`src/serial_ctrl_map.svh`:
```
`ifndef SERIAL_CTRL_MAP_SVH
`define SERIAL_CTRL_MAP_SVH
`define PTR_LSB            0
`define PTR_MSB            2
`define CMD_LSB            3
`define CMD_MSB            5
`define CMD_CHAN_RESET     3'h3
`define CMD_RETURN_IRQ     3'h7
`define REG_CMD            3'h0
`define REG_IRQ_MODE       3'h1
`define REG_VECTOR         3'h2
`define REG_RX_PARAM       3'h3
`define REG_MISC           3'h4
`define REG_TX_PARAM       3'h5
`define WR1_SAV_BIT        2
`define WR1_TX_IE_BIT      1
`define WR1_RDY_EN_BIT     7
`define WR1_RDY_RX_BIT     5
`define OPCODE_PREFIX      8'hed
`define OPCODE_RETURN      8'h4d
`define TX_DELAY_MIN       5
`define TX_DELAY_MAX       9
`define RX_DELAY_MIN       10
`define RX_DELAY_MAX       13
`define TX_DELAY_CYC       4'h3
`define RX_DELAY_CYC       4'h8
`define VEC_CAUSE_LSB      1
`endif

```
`src/serial_ctrl_pkg.sv`:
```
`default_nettype none
package serial_ctrl_pkg;
	typedef enum logic [1:0] {
		ACC_CMD = 2'b01,
		ACC_PTR = 2'b10
	} access_state_t;
endpackage : serial_ctrl_pkg
`default_nettype wire

```
`src/edge_delay.sv`:
```
`default_nettype none
`include "serial_ctrl_map.svh"
module edge_delay (
	// Clock and control.
	input  wire logic       clk,
	input  wire logic       rst_n,
	input  wire logic       ce,
	// Trigger and delay.
	input  wire logic       trig,
	input  wire logic [3:0] delay,
	output logic            fire
);
	logic [3:0] count_reg;
	logic [3:0] count_next;
	logic       fire_reg;
	logic       fire_next;

	// Counts the number of clocks given on delay after a trigger, then pulses.
	always_comb begin
		count_next = count_reg;
		fire_next  = 1'b0;
		if (trig) begin
			count_next = delay;
		end else if (count_reg != 4'h0) begin
			count_next = count_reg - 4'h1;
			fire_next  = (count_reg == 4'h1);
		end
	end

	always_ff @(posedge clk) begin
		if (!rst_n) begin
			count_reg <= 4'h0;
			fire_reg  <= 1'b0;
		end else if (ce) begin
			count_reg <= count_next;
			fire_reg  <= fire_next;
		end
	end

	assign fire = fire_reg;
endmodule : edge_delay
`default_nettype wire

```
`src/serial_ctrl_register_access.sv`:
```
// Notes on behaviour
// - Bus opcode ED then 4D ends in-service.
// - Return command in channel A does same.
// - Channel select and control/data pick the path.
// - Pointer byte then data byte writes registers.
// - Command field acts on single byte.
// - Any reset returns pointer to register zero.
// - Vector only in B, cause-modified readback.
// - Pointer byte selects next status read.
// - Status zero shows buffers, pending, externals.
// - Status one gathers all receive errors.
// - Registers one, three, four, five by function.
// - Transmit clock fall to ready, 5-9 clocks.
// - Transmit clock fall to interrupt, 5-9 clocks.
// - Receive clock rise to ready, 10-13 clocks.
// - Priority out follows in when idle.
// - Acknowledge with priority places vector, sets service.
`default_nettype none
`include "serial_ctrl_map.svh"
module serial_ctrl_register_access (
	// Clock, enable and reset.
	input  wire logic       MCLK,
	input  wire logic       CE,
	input  wire logic       RST_N,
	// Host bus.
	input  wire logic       CHAN_SEL,
	input  wire logic       CTRL_DATA,
	input  wire logic       WR_STB,
	input  wire logic       RD_STB,
	input  wire logic       M1_N,
	input  wire logic       IORQ_N,
	input  wire logic [7:0] DIN,
	output logic      [7:0] DOUT,
	output logic            DOUT_EN,
	// Channel status inputs.
	input  wire logic [1:0] TX_EMPTY,
	input  wire logic [1:0] RX_AVAIL,
	input  wire logic [5:0] EXT_STATUS_A,
	input  wire logic [5:0] EXT_STATUS_B,
	input  wire logic [7:0] RX_ERRORS_A,
	input  wire logic [7:0] RX_ERRORS_B,
	input  wire logic [2:0] IRQ_CAUSE,
	input  wire logic       TX_CLK_N,
	input  wire logic       RX_CLK,
	input  wire logic       RX_CHAR_DONE,
	// Daisy chain, interrupt and ready.
	input  wire logic       priority_chain_in,
	output logic            priority_chain_out,
	output logic            INT_N,
	output logic            WAIT_READY_N,
	// Configuration views.
	output logic      [7:0] IRQ_MODE_A,
	output logic      [7:0] IRQ_MODE_B,
	output logic      [7:0] RX_PARAM_A,
	output logic      [7:0] RX_PARAM_B,
	output logic      [7:0] MISC_MODE_A,
	output logic      [7:0] MISC_MODE_B,
	output logic      [7:0] TX_PARAM_A,
	output logic      [7:0] TX_PARAM_B,
	output logic      [1:0] CHAN_RESET
);
	logic [1:0] txc_sync_reg;
	logic [1:0] rxc_sync_reg;
	logic       txc_old_reg;
	logic       rxc_old_reg;
	logic [1:0] iei_sync_reg;
	logic       tx_fall;
	logic       rx_rise;
	logic       tx_fire;
	logic       rx_fire;
	serial_ctrl_pkg::access_state_t acc_reg [2];
	serial_ctrl_pkg::access_state_t acc_next [2];
	logic [2:0] ptr_reg [2];
	logic [2:0] ptr_next [2];
	logic [7:0] wreg_reg [2][6];
	logic [7:0] wreg_next [2][6];
	logic       prefix_reg, prefix_next;
	logic       in_service_reg, in_service_next;
	logic       tx_pend_reg, tx_pend_next;
	logic       int_n_reg, int_n_next;
	logic       rdy_n_reg, rdy_n_next;
	logic       ieo_reg, ieo_next;
	logic [7:0] dout_reg, dout_next;
	logic       dout_en_reg, dout_en_next;
	logic [1:0] reset_reg, reset_next;
	logic [7:0] rd_val;
	logic [2:0] rd_sel;
	logic       ch;
	logic       ret_irq;
	logic       ack;

	assign tx_fall = txc_old_reg & ~txc_sync_reg[1];
	assign rx_rise = ~rxc_old_reg & rxc_sync_reg[1] & RX_CHAR_DONE;
	assign ch      = CHAN_SEL;
	assign ack     = !M1_N && !IORQ_N;

	// Clock and chain pin inputs pass two flip-flops before use.
	always_ff @(posedge MCLK) begin
		if (!RST_N) begin
			txc_sync_reg <= 2'h3;
			rxc_sync_reg <= 2'h0;
			txc_old_reg  <= 1'b1;
			rxc_old_reg  <= 1'b0;
			iei_sync_reg <= 2'h0;
		end else if (CE) begin
			txc_sync_reg <= {txc_sync_reg[0], TX_CLK_N};
			rxc_sync_reg <= {rxc_sync_reg[0], RX_CLK};
			txc_old_reg  <= txc_sync_reg[1];
			rxc_old_reg  <= rxc_sync_reg[1];
			iei_sync_reg <= {iei_sync_reg[0], priority_chain_in};
		end
	end

	// Two synchronizer and one output stage are part of each delay.
	edge_delay u_tx_delay (
		.clk   (MCLK),
		.rst_n (RST_N),
		.ce    (CE),
		.trig  (tx_fall),
		.delay (`TX_DELAY_CYC),
		.fire  (tx_fire)
	);

	edge_delay u_rx_delay (
		.clk   (MCLK),
		.rst_n (RST_N),
		.ce    (CE),
		.trig  (rx_rise),
		.delay (`RX_DELAY_CYC),
		.fire  (rx_fire)
	);

	// Read mux for the selected status register.
	always_comb begin
		rd_sel = ptr_reg[ch];
		rd_val = 8'h00;
		if (rd_sel == 3'h1) begin
			rd_val = ch ? RX_ERRORS_B : RX_ERRORS_A;
		end else if (rd_sel == 3'h2 && ch) begin
			rd_val = wreg_reg[1][`REG_VECTOR];
			if (wreg_reg[1][`REG_IRQ_MODE][`WR1_SAV_BIT]) begin
				rd_val[`VEC_CAUSE_LSB +: 3] = IRQ_CAUSE;
			end
		end else begin
			rd_val = {ch ? EXT_STATUS_B : EXT_STATUS_A, TX_EMPTY[ch], RX_AVAIL[ch]};
			rd_val[1] = tx_pend_reg | in_service_reg;
			rd_val[2] = TX_EMPTY[ch];
			rd_val[0] = RX_AVAIL[ch];
		end
	end

	always_comb begin
		acc_next        = acc_reg;
		ptr_next        = ptr_reg;
		wreg_next       = wreg_reg;
		prefix_next     = prefix_reg;
		in_service_next = in_service_reg;
		tx_pend_next    = tx_pend_reg;
		int_n_next      = int_n_reg;
		rdy_n_next      = 1'b1;
		dout_next       = dout_reg;
		dout_en_next    = 1'b0;
		reset_next      = 2'h0;
		ret_irq         = 1'b0;
		if (WR_STB && CTRL_DATA) begin
			if (acc_reg[ch] == serial_ctrl_pkg::ACC_PTR) begin
				if (ptr_reg[ch] <= `REG_TX_PARAM) begin
					wreg_next[ch][ptr_reg[ch]] = DIN;
				end
				ptr_next[ch] = `REG_CMD;
				acc_next[ch] = serial_ctrl_pkg::ACC_CMD;
			end else begin
				wreg_next[ch][`REG_CMD] = DIN;
				ptr_next[ch] = DIN[`PTR_MSB:`PTR_LSB];
				if (DIN[`PTR_MSB:`PTR_LSB] != `REG_CMD) begin
					acc_next[ch] = serial_ctrl_pkg::ACC_PTR;
				end
				if (DIN[`CMD_MSB:`CMD_LSB] == `CMD_CHAN_RESET) begin
					ptr_next[ch]   = `REG_CMD;
					acc_next[ch]   = serial_ctrl_pkg::ACC_CMD;
					reset_next[ch] = 1'b1;
				end
				if (!ch && DIN[`CMD_MSB:`CMD_LSB] == `CMD_RETURN_IRQ) begin
					ret_irq = 1'b1;
				end
			end
		end
		if (RD_STB && CTRL_DATA) begin
			dout_next    = rd_val;
			dout_en_next = 1'b1;
			ptr_next[ch] = `REG_CMD;
			acc_next[ch] = serial_ctrl_pkg::ACC_CMD;
		end
		if (!M1_N && IORQ_N) begin
			prefix_next = (DIN == `OPCODE_PREFIX);
			if (prefix_reg && DIN == `OPCODE_RETURN) begin
				ret_irq = 1'b1;
			end
		end
		// Clears come first so that a set in the same cycle wins.
		if (ret_irq) begin
			in_service_next = 1'b0;
		end
		if (ack && iei_sync_reg[1] && tx_pend_reg) begin
			dout_next       = wreg_reg[1][`REG_VECTOR];
			dout_en_next    = 1'b1;
			in_service_next = 1'b1;
			tx_pend_next    = 1'b0;
			int_n_next      = 1'b1;
		end
		if (tx_fire && wreg_reg[1][`REG_IRQ_MODE][`WR1_TX_IE_BIT]) begin
			tx_pend_next = 1'b1;
			int_n_next   = 1'b0;
		end
		if (wreg_reg[1][`REG_IRQ_MODE][`WR1_RDY_EN_BIT]) begin
			if (wreg_reg[1][`REG_IRQ_MODE][`WR1_RDY_RX_BIT]) begin
				rdy_n_next = rdy_n_reg & ~rx_fire;
			end else begin
				rdy_n_next = rdy_n_reg & ~tx_fire;
			end
			if (WR_STB || RD_STB) begin
				rdy_n_next = 1'b1;
			end
		end
		ieo_next = iei_sync_reg[1] && !tx_pend_next && !in_service_next;
	end

	always_ff @(posedge MCLK) begin
		if (!RST_N) begin
			for (int c = 0; c < 2; c++) begin
				acc_reg[c] <= serial_ctrl_pkg::ACC_CMD;
				ptr_reg[c] <= `REG_CMD;
				for (int r = 0; r < 6; r++) begin
					wreg_reg[c][r] <= 8'h00;
				end
			end
			prefix_reg     <= 1'b0;
			in_service_reg <= 1'b0;
			tx_pend_reg    <= 1'b0;
			int_n_reg      <= 1'b1;
			rdy_n_reg      <= 1'b1;
			ieo_reg        <= 1'b0;
			dout_reg       <= 8'h00;
			dout_en_reg    <= 1'b0;
			reset_reg      <= 2'h0;
		end else if (CE) begin
			acc_reg        <= acc_next;
			ptr_reg        <= ptr_next;
			wreg_reg       <= wreg_next;
			prefix_reg     <= prefix_next;
			in_service_reg <= in_service_next;
			tx_pend_reg    <= tx_pend_next;
			int_n_reg      <= int_n_next;
			rdy_n_reg      <= rdy_n_next;
			ieo_reg        <= ieo_next;
			dout_reg       <= dout_next;
			dout_en_reg    <= dout_en_next;
			reset_reg      <= reset_next;
		end
	end

	assign DOUT               = dout_reg;
	assign DOUT_EN            = dout_en_reg;
	assign INT_N              = int_n_reg;
	assign WAIT_READY_N       = rdy_n_reg;
	assign priority_chain_out = ieo_reg;
	assign CHAN_RESET         = reset_reg;
	assign IRQ_MODE_A         = wreg_reg[0][`REG_IRQ_MODE];
	assign IRQ_MODE_B         = wreg_reg[1][`REG_IRQ_MODE];
	assign RX_PARAM_A         = wreg_reg[0][`REG_RX_PARAM];
	assign RX_PARAM_B         = wreg_reg[1][`REG_RX_PARAM];
	assign MISC_MODE_A        = wreg_reg[0][`REG_MISC];
	assign MISC_MODE_B        = wreg_reg[1][`REG_MISC];
	assign TX_PARAM_A         = wreg_reg[0][`REG_TX_PARAM];
	assign TX_PARAM_B         = wreg_reg[1][`REG_TX_PARAM];
endmodule : serial_ctrl_register_access
`default_nettype wire

```
`config.mk`:
```
export PLATFORM = sky130hd
export DESIGN_NAME = serial_ctrl_register_access
export DESIGN_NICKNAME = d
export VERILOG_FILES = /design/src/serial_ctrl_pkg.sv /design/src/edge_delay.sv /design/src/serial_ctrl_register_access.sv
export VERILOG_INCLUDE_DIRS = /design/src
export SDC_FILE = /design/constraint.sdc
export NUM_CORES = 1
export LEC_CHECK = 0
export BUFFER_PORTS_ARGS = -buffer_cell sky130_fd_sc_hd__buf_2
export CORE_ASPECT_RATIO = 2
export CORE_MARGIN = 4
export CORE_UTILIZATION = 51
export CTS_BUF_LIST = sky130_fd_sc_hd__clkbuf_2
export DETAILED_ROUTE_END_ITERATION = 6
export PLACE_DENSITY = 0.79
export SLEW_MARGIN = 10
export SYNTH_ARGS = -nofsm -noshare
export SYNTH_HDL_FRONTEND = slang
export SYNTH_SLANG_ARGS = --single-unit
export TNS_END_PERCENT = 50
```
`constraint.sdc`:
```
create_clock -name MCLK -period 2.2 [get_ports MCLK]
set_clock_uncertainty 0.2 [all_clocks]
set_input_delay 0.44 -clock MCLK [delete_from_list [all_inputs] [get_ports MCLK]]
set_output_delay 0.44 -clock MCLK [all_outputs]
set_load 0.005 [all_outputs]
```
Word level (Yosys, flattened, before mapping) --
Cells that the tools add are included.
Word-level totals: flip-flop bits (word level) 141, output and inout bits 78
Cells by class: add/sub/neg operators 2, order comparisons 7, eq/ne operators 10, muxes and demuxes 72, bitwise logic cells 26, reductions and logical operators 34
Operator list (number):
- $bwmux 96 | 2
- $mux 96 | 2
- $demux 48 s1 | 2
- $mux 48 | 2
- $mux 8 | 6
- $mux 4 | 11
- $mux 6 | 5
- $mux 1 | 25
- $demux 8 s3 | 1
- $and 6x6->6 | 3
- $logic_and 1x1->1 | 15
- $mux 3 | 5
- $mux 2 | 7
- $reduce_and 2->1 | 5
- $and 2x2->2 | 4
- $eq 4x1->1 const B | 2
- $eq 8x7->1 const B | 1
- $eq 8x8->1 const B | 1
- $or 2x2->2 | 4
- $reduce_bool 2->1 | 4
- $reduce_bool 4->1 | 2
- $sub 4x1->4 const B | 2
- $bwmux 6 | 1
- $eq 3x2->1 const B | 2
- other kinds (25) | 37

Longest topological paths before layout --
Gate-level depths: netlist of run 1.
depth in word-level cells 16, mapped depth 6

Hierarchy --
From an unflattened synthesis of run 1, not the netlist that was laid out.
Second synthesis, totals: cells, all modules 612, area, all modules 5779.3 µm²
Modules (own cells, without submodules):
- serial_ctrl_register_access | times used 1, cells each 536, area an instance 5136.2 µm², sequential area each 2142.1 µm²
- edge_delay | times used 2, cells each 38, area an instance 321.6 µm², sequential area each 100.1 µm²

Worst setup path before layout of run 1 --
Ideal clock, no wire load.
path kind input to register, start point input CTRL_DATA, end point register wreg_reg, in the netlist MISC_MODE_A[0], arrival 1.862 ns, slack 0.011 ns, cell stages on the path 6, path buffers 2, path through clkbuf_2 -> nand3_2 -> buf_6 -> a2111oi_4 -> mux2i_1 -> nor2_1
Between the ends: word-level cells in the longest chain between the ends 2
RTL lines:
- from (decl) | RTL line serial_ctrl_register_access.sv:27 | input wire logic CTRL_DATA,
- $logic_and 1x1->1 | RTL line serial_ctrl_register_access.sv:165 | if (WR_STB && CTRL_DATA) begin
- $reduce_and 3->1 (no source line)
- to (signal assigned) | RTL line serial_ctrl_register_access.sv:249 | wreg_reg <= wreg_next;
- to (decl) | RTL line serial_ctrl_register_access.sv:75 | logic [7:0] wreg_reg [2][6];
Every way passes these cells. A chain may end at the register's enable or synchronous reset.

Final worst setup path of run 1 --
start point register ptr_reg[4] (netlist name), end point register dout_reg[5] (netlist: DOUT[5])
Between the ends: word-level cells in the longest chain between the ends 9, elaborated cells between the ends (all ways) 10
RTL lines:
- from (decl) | RTL line serial_ctrl_register_access.sv:73 | logic [2:0] ptr_reg [2];
- from (signal, indexed assignment) | RTL line serial_ctrl_register_access.sv:232 | ptr_reg[c] <= `REG_CMD;
- from (signal assigned) | RTL line serial_ctrl_register_access.sv:248 | ptr_reg <= ptr_next;
- $mux 3 (not written as such) (*) (3 in series) | RTL line serial_ctrl_register_access.sv:135 | rd_sel = ptr_reg[ch];
- $eq 3x2->1 | RTL line serial_ctrl_register_access.sv:139 | end else if (rd_sel == 3'h2 && ch) begin
- $logic_and 1x1->1 | RTL line serial_ctrl_register_access.sv:139
- $mux 8 | RTL line serial_ctrl_register_access.sv:139
- $mux 8 (*) | RTL line serial_ctrl_register_access.sv:137 | if (rd_sel == 3'h1) begin
- $mux 8 (*) | RTL line serial_ctrl_register_access.sv:188 | if (RD_STB && CTRL_DATA) begin
- $mux 8 (*) | RTL line serial_ctrl_register_access.sv:204 | if (ack && iei_sync_reg[1] && tx_pend_reg) begin
- to (signal assigned) | RTL line serial_ctrl_register_access.sv:256 | dout_reg <= dout_next;
- to (decl) | RTL line serial_ctrl_register_access.sv:83 | logic [7:0] dout_reg, dout_next;
Mark *: on every way between the ends. The rest lies on a longest branch, timed or not. The select of a mux whose other input is x is not followed.

==> run metrics, run 1 <==
cts bufs inserted=17; max-cap viol count=0; layout cells sized above 1=roughly a third; Final GP Congestion=between 0.8 and 0.9; Hold Vio Cnt, Final=0; Max FO, Critical Path=8; drt via density=roughly 5.6; XOR/XNOR Fraction of Synth Area=0%; die footprint=about 13,000 um2; status=complete, no violations; Nets=a little under 800; Clock Latency Late Sink=0.66 ns; router iterations before antenna repair=4; achievable frequency=around 0.47 GHz; final count of negative-setup-slack endpoints=0; unrepaired setup endpoints after global routing=false; clk root buf=clkbuf_2; Syn Inst Count=roughly 590; Tmin final=2.114 ns; ys flop type=dfxtp_1; CTS tree=built; Final ANT Viol Nets=0; Filler Cell Count=961; DRC violations left=0; Least-Margin Pin Slew=just over 0.9 ns; final instance area=6822 um2; top-count cell post-synth=dfxtp_1; DR vias=~4,800; worst slack at placement=-0.08510 ns; Seq/Total Area, Yosys=slightly above 40%; Synth area leaders=dfxtp_1 41%, mux2i_1 16%, buf_4 8.4%; final critical-path share of the clock period=a little over nine tenths; die width=just over 80 um; clock sink count=about 120; largest net degree at the start of global routing=74; first-pass GRT wire length=24,470 um; Post-synth ARST share=0%; Die H=around 160 um; post-synthesis mux area share=between 15 and 20%; crit path capture type=register; vias in the first global route=roughly 4,800; Synth top area share=approximately two fifths; Pwr per Cell Area=slightly below 600 nW/um2; drt wl/cell=about 18 um; Tot GR Track Use=23.50%; Post-Synth Adder-Cell Area=less than 1%; library cells used by synthesis=just under 60; critical path arrival=2.53 ns; cell area after placement=between 6000 and 7000 um2; number of flops mapped to enable cells by yosys=0; clk slew on worst S/H paths=0.17 ns; area leader, netlist=dfxtp_1; LEAKAGE=about 2.8 nW; Synth Area in Compound Gates=approximately 13%; core area=~11,000 um2; H-tree Lvls=4; commonest cells in the netlist=117 x dfxtp_1, 97 x nor2_1, 90 x mux2i_1; CTS Buffer Depth=2; Initial Util=52.56%; min-delay worst type=in -> reg; main combinational cell family by area after synthesis=multiplexers; initial antenna violation count=1; PortBufs=131; final wirelength=roughly 15,000 um; slew margin rel.=a little under two fifths; YS warnings=0; Cell Area, Synth=~5800 um2; row cnt=54; area grow syn2layout=18.57%; GRT Residual Overflow=0; initial DRC count=approximately 330; final core utilization=between 60% and 70%; dpl hpwl=10,840 um; number of synthesized register bits=roughly 120; Min Hold Slack=0.06160 ns; fin. max-slew vios=0; post-synthesis simple-gate area fraction=~16%; final worst slack=approximately 0.086 ns; CP Class=reg -> reg; Mapped Avg Cell Area=slightly below 10 um2; Peak VDD IR=between 300 and 400 uV; syn_nets=between 600 and 700; I/O Pins=between 100 and 150; WP data required=roughly 2.6 ns; element type at the critical path start=register
==> repair_timing <==
action / in CTS / in global routing
endpoints found under the setup margin: 0 / 5
gates resized for setup: 0 / 2
buffers inserted: 0 / 0
endpoints found under the hold margin: 35 / 0
hold buffers: 29 / 0
==> layout by cell type, fill, tap and decap left out, drive strengths merged, types with 6 or more instances in the layout <==
cell and count:
a211oi 7, nor3 9, clkbuf 22, a21oi 13, nor2 97, a2111oi 6, nand3 7, nand2 18
dfxtp 117, dlygate4sd3 29, a21o 8, o21ai 14, a221oi 10, mux2 9, inv 10, nand3b 6
a32o 8, a22oi 7, mux2i 91, buf 169
==> per-stage QoR <==
stage / cells / power, mW / TNS [ns]
finish: 864 / 4.020 / 0
CTS: 863 / 4.037 / 0
floorplan: 593 / 2.600 / 0
global placement: 802 / 2.761 / -0.5531
detailed placement: 802 / 2.801 / -1.676
global route: 864 / 4.217 / 0
==> worst max-delay path: stages, from the launching register on <==
cell	delay (ns)
dfxtp_1	0.41
nor4b_2	0.84
a221oi_1	0.23
o21ai_0	0.16
a32o_1	0.22
==> path summary, 6_finish.rpt <==
| kind | from | end | slack [ns] | depth (start not counted) |
|---|---|---|---|---|
| hold reg to reg | u_rx_delay.fire | u_rx_delay.fire | 0.27 | 2 |
| setup reg to reg | ptr_reg[4] | DOUT[5] | 0.09 | 4 |
| hold / removal | DIN[1] | prefix_reg | 0.06 | 5 |
| setup / recovery | ptr_reg[4] | DOUT[5] | 0.09 | 4 |
==> per-layer routing <==
metal,global-route usage [%],routed length (um)
met1,24.44,5638
met2,42.34,8231
met3,5.417,718
met4,14.81,852
met5,0,0
==> layout make-up <==
| class | instances | area, um2 | share of cell area [%] |
|---|---|---|---|
| diodes | 1 | 2.502 | 0.03668 |
| flip-flops and latches | 117 | 2344 | 34.35 |
| well taps | 140 | 175.2 | 2.568 |
| multi-input cells | 366 | 2746 | 40.26 |
| repair buffers | 198 | 1323 | 19.39 |
| clock buffers | 22 | 110.1 | 1.614 |
| inverters | 10 | 37.54 | 0.5503 |
| clock inverters | 10 | 83.83 | 1.229 |
==> report_power, final <==
part,internal (mW),switching (mW)
clock,0.415,0.799
combinational,0.270,0.313
sequential,2.17,0.0474
==> cells by family after synthesis <==
| group | after synthesis |
|---|---|
| buffers and inverters | 110 |
| AOI/OAI and AO/OA | 85 |
| adders and majority gates | 4 |
| DFF | 117 |
| muxes | 100 |
| and+or+nand+nor | 177 |
(Power assumes the default switching activity.)
==> inputs of run 2 (changes only) <==
CORE_ASPECT_RATIO = default   (was 2)
SLEW_MARGIN = 40   (was 10)
==> run 2 against run 1 <==
  * Die area fell by 0.78%
  * Register-to-register slack improved by 0.04 ns
  * Via count decreased by 0.15%
  * Utilization is 2.1 points higher
  * Setup slack got worse by 0.030 ns
  * Largest power group unchanged
  * Global-route usage decreased by 0.19 points
  * Sequential power about the same
  * First-iteration DRC count down 22%
  * Clock power up 44%
  * Hold slack gained 0.0063 ns
==> run metrics, run 2 (synthesis results as in run 1) <==
status=complete, no violations (unchanged); Final ANT Viol Nets=0 (unchanged); fin. max-slew vios=0 (unchanged); Least-Margin Pin Slew=0.6176 ns (was 0.9248 ns); final worst slack=0.05535 ns (was 0.08583 ns); cts bufs inserted=17 (unchanged); element type at the critical path start=primary input (was register); final count of negative-setup-slack endpoints=0 (unchanged); drt via density=5.526 (was 5.553); Post-Place Cells=801 (was 802); router iterations before antenna repair=5 (was 4); WP data required=2.58 ns (was 2.61 ns); DRC violations left=0 (unchanged); final critical-path share of the clock period=97.48% (was 96.10%); clk root buf=clkbuf_2 (unchanged); achievable frequency=0.4663 GHz (was 0.4730 GHz); most frequent cells in the layout=130 x buf_2, 117 x dfxtp_1, 97 x nor2_1, 90 x mux2i_1, 35 x dlygate4sd3_1 (was 131 x buf_2, 116 x dfxtp_1, 97 x nor2_1, 90 x mux2i_1, 30 x buf_4); CTS tree=built (unchanged); clock sink count=117 (unchanged); Min Hold Slack=0.06786 ns (was 0.06160 ns); dpl hpwl=10,290 um (was 10,840 um); row cnt=38 (was 54); layout cells sized above 1=31.77% (was 31.81%); max-cap viol count=0 (unchanged); min-delay worst type=in -> reg (unchanged); CP Class=in -> reg (was reg -> reg); I/O Pins=134 (unchanged); Non-Filler Instances=867 (was 864); post-route setup TNS=0 ns (unchanged); GRT Residual Overflow=0 (unchanged); Tmin final=2.145 ns (was 2.114 ns); Die H=114.2 um (was 158.2 um); Filler Cell Count=899 (was 961); unrepaired setup endpoints after global routing=false (unchanged); critical path arrival=2.53 ns (about the same); CTS Buffer Depth=2 (unchanged); initial antenna violation count=0 (was 1); area grow syn2layout=22.42% (was 18.57%); Initial Util=52.61% (was 52.56%); first-pass GRT wire length=24,060 um (was 24,470 um); Nets=775 (was 770); H-tree Lvls=4 (unchanged); final core utilization=64.41% (was 62.32%); DR vias=4,791 (was 4,798); Peak VDD IR=433.9 uV (was 381.9 uV); largest net degree at the start of global routing=66 (was 74); commonest non-fill, non-tap cell in the layout=buf_2 (unchanged); Tot GR Track Use=23.32% (was 23.50%); crit path capture type=register (unchanged); PortBufs=131 (unchanged); worst slack at placement=-0.2602 ns (was -0.08510 ns); vias in the first global route=4,945 (was 4,836); die width=114.2 um (was 83.10 um); LEAKAGE=2.923 nW (was 2.834 nW); Max FO, Critical Path=11 (was 8); die footprint=13,040 um2 (was 13,150 um2); Pwr per Cell Area=647.7 nW/um2 (was 589.3 nW/um2); Final GP Congestion=0.8897 (was 0.8441); slew margin rel.=58.65% (was 38.19%); clk slew on worst S/H paths=0.17 ns (about the same); core area=10,940 um2 (was 10,950 um2); Setup Fix Bufs, Post-CTS=0 (unchanged); final wirelength=15,130 um (was 15,440 um); initial DRC count=261 (was 333); Hold Vio Cnt, Final=0 (unchanged); drt wl/cell=17.45 um (was 17.87 um); Clock Latency Late Sink=0.66 ns (about the same); n_diodes=0 (was 1)
[run 2: changes by cell type in the layout (fill, tap and decap cells not counted), sizes merged]
cell,previous run,this run
bufinv,1,6
buf,169,167
dlygate4sd3,29,35
clkinvlp,4,0
clkbuf,22,21
diode,1,0
[run 2: cell type report]
cell class                      instances  area (um2)  area share [%]
Inverter                               10       37.54          0.5330
Timing Repair Buffer                  203        1386           19.68
Sequential cell                       117        2342           33.26
Multi-Input combinational cell        366        2795           39.69
Clock inverter                         11       206.4           2.931
Clock buffer                           20       100.1           1.421
Tap cell                              140       175.2           2.487
[run 2: power breakdown]
part | switching [mW] | internal, mW
registers | 0.0493 | 2.17
clock network | 0.768 | 0.974
logic | 0.322 | 0.273
[run 2: worst paths after layout]
check	startpoint	endpoint	slack, ns	depth (start not counted)
setup / recovery	DIN[7]	priority_chain_out	0.06	6
hold / removal	CE	priority_chain_out	0.07	3
hold reg to reg	CHAN_RESET[1]	CHAN_RESET[1]	0.27	2
setup reg to reg	ptr_reg[3]	TX_PARAM_B[1]	0.13	5
[run 2: metal layers]
metal,wire length [um],global-route usage (%)
met5,0,0
met4,250,9.026
met3,1051,7.664
met2,7513,39.58
met1,6315,27.26
[run 2: through the flow]
stage	power (mW)	instance area [um2]
final	4.562	7043
after global placement	2.743	6335
after global routing	4.748	7043
after CTS	4.577	6998
after detailed placement	2.786	6341
after floorplan	2.600	5753
[run 2: what timing repair did]
item / 4_1_cts / 5_1_grt
resized for setup: 0 / 5
setup endpoints to repair: 0 / 2
hold endpoints to repair: 43 / 0
hold buffers: 35 / 0
[run 2: worst max-delay path, cell delays in order]
cell,delay (ns)
dlygate4sd3_1,0.55
buf_2,0.23
nor4b_2,0.34
a31oi_1,0.13
dlygate4sd3_1,0.58
a311oi_1,0.25
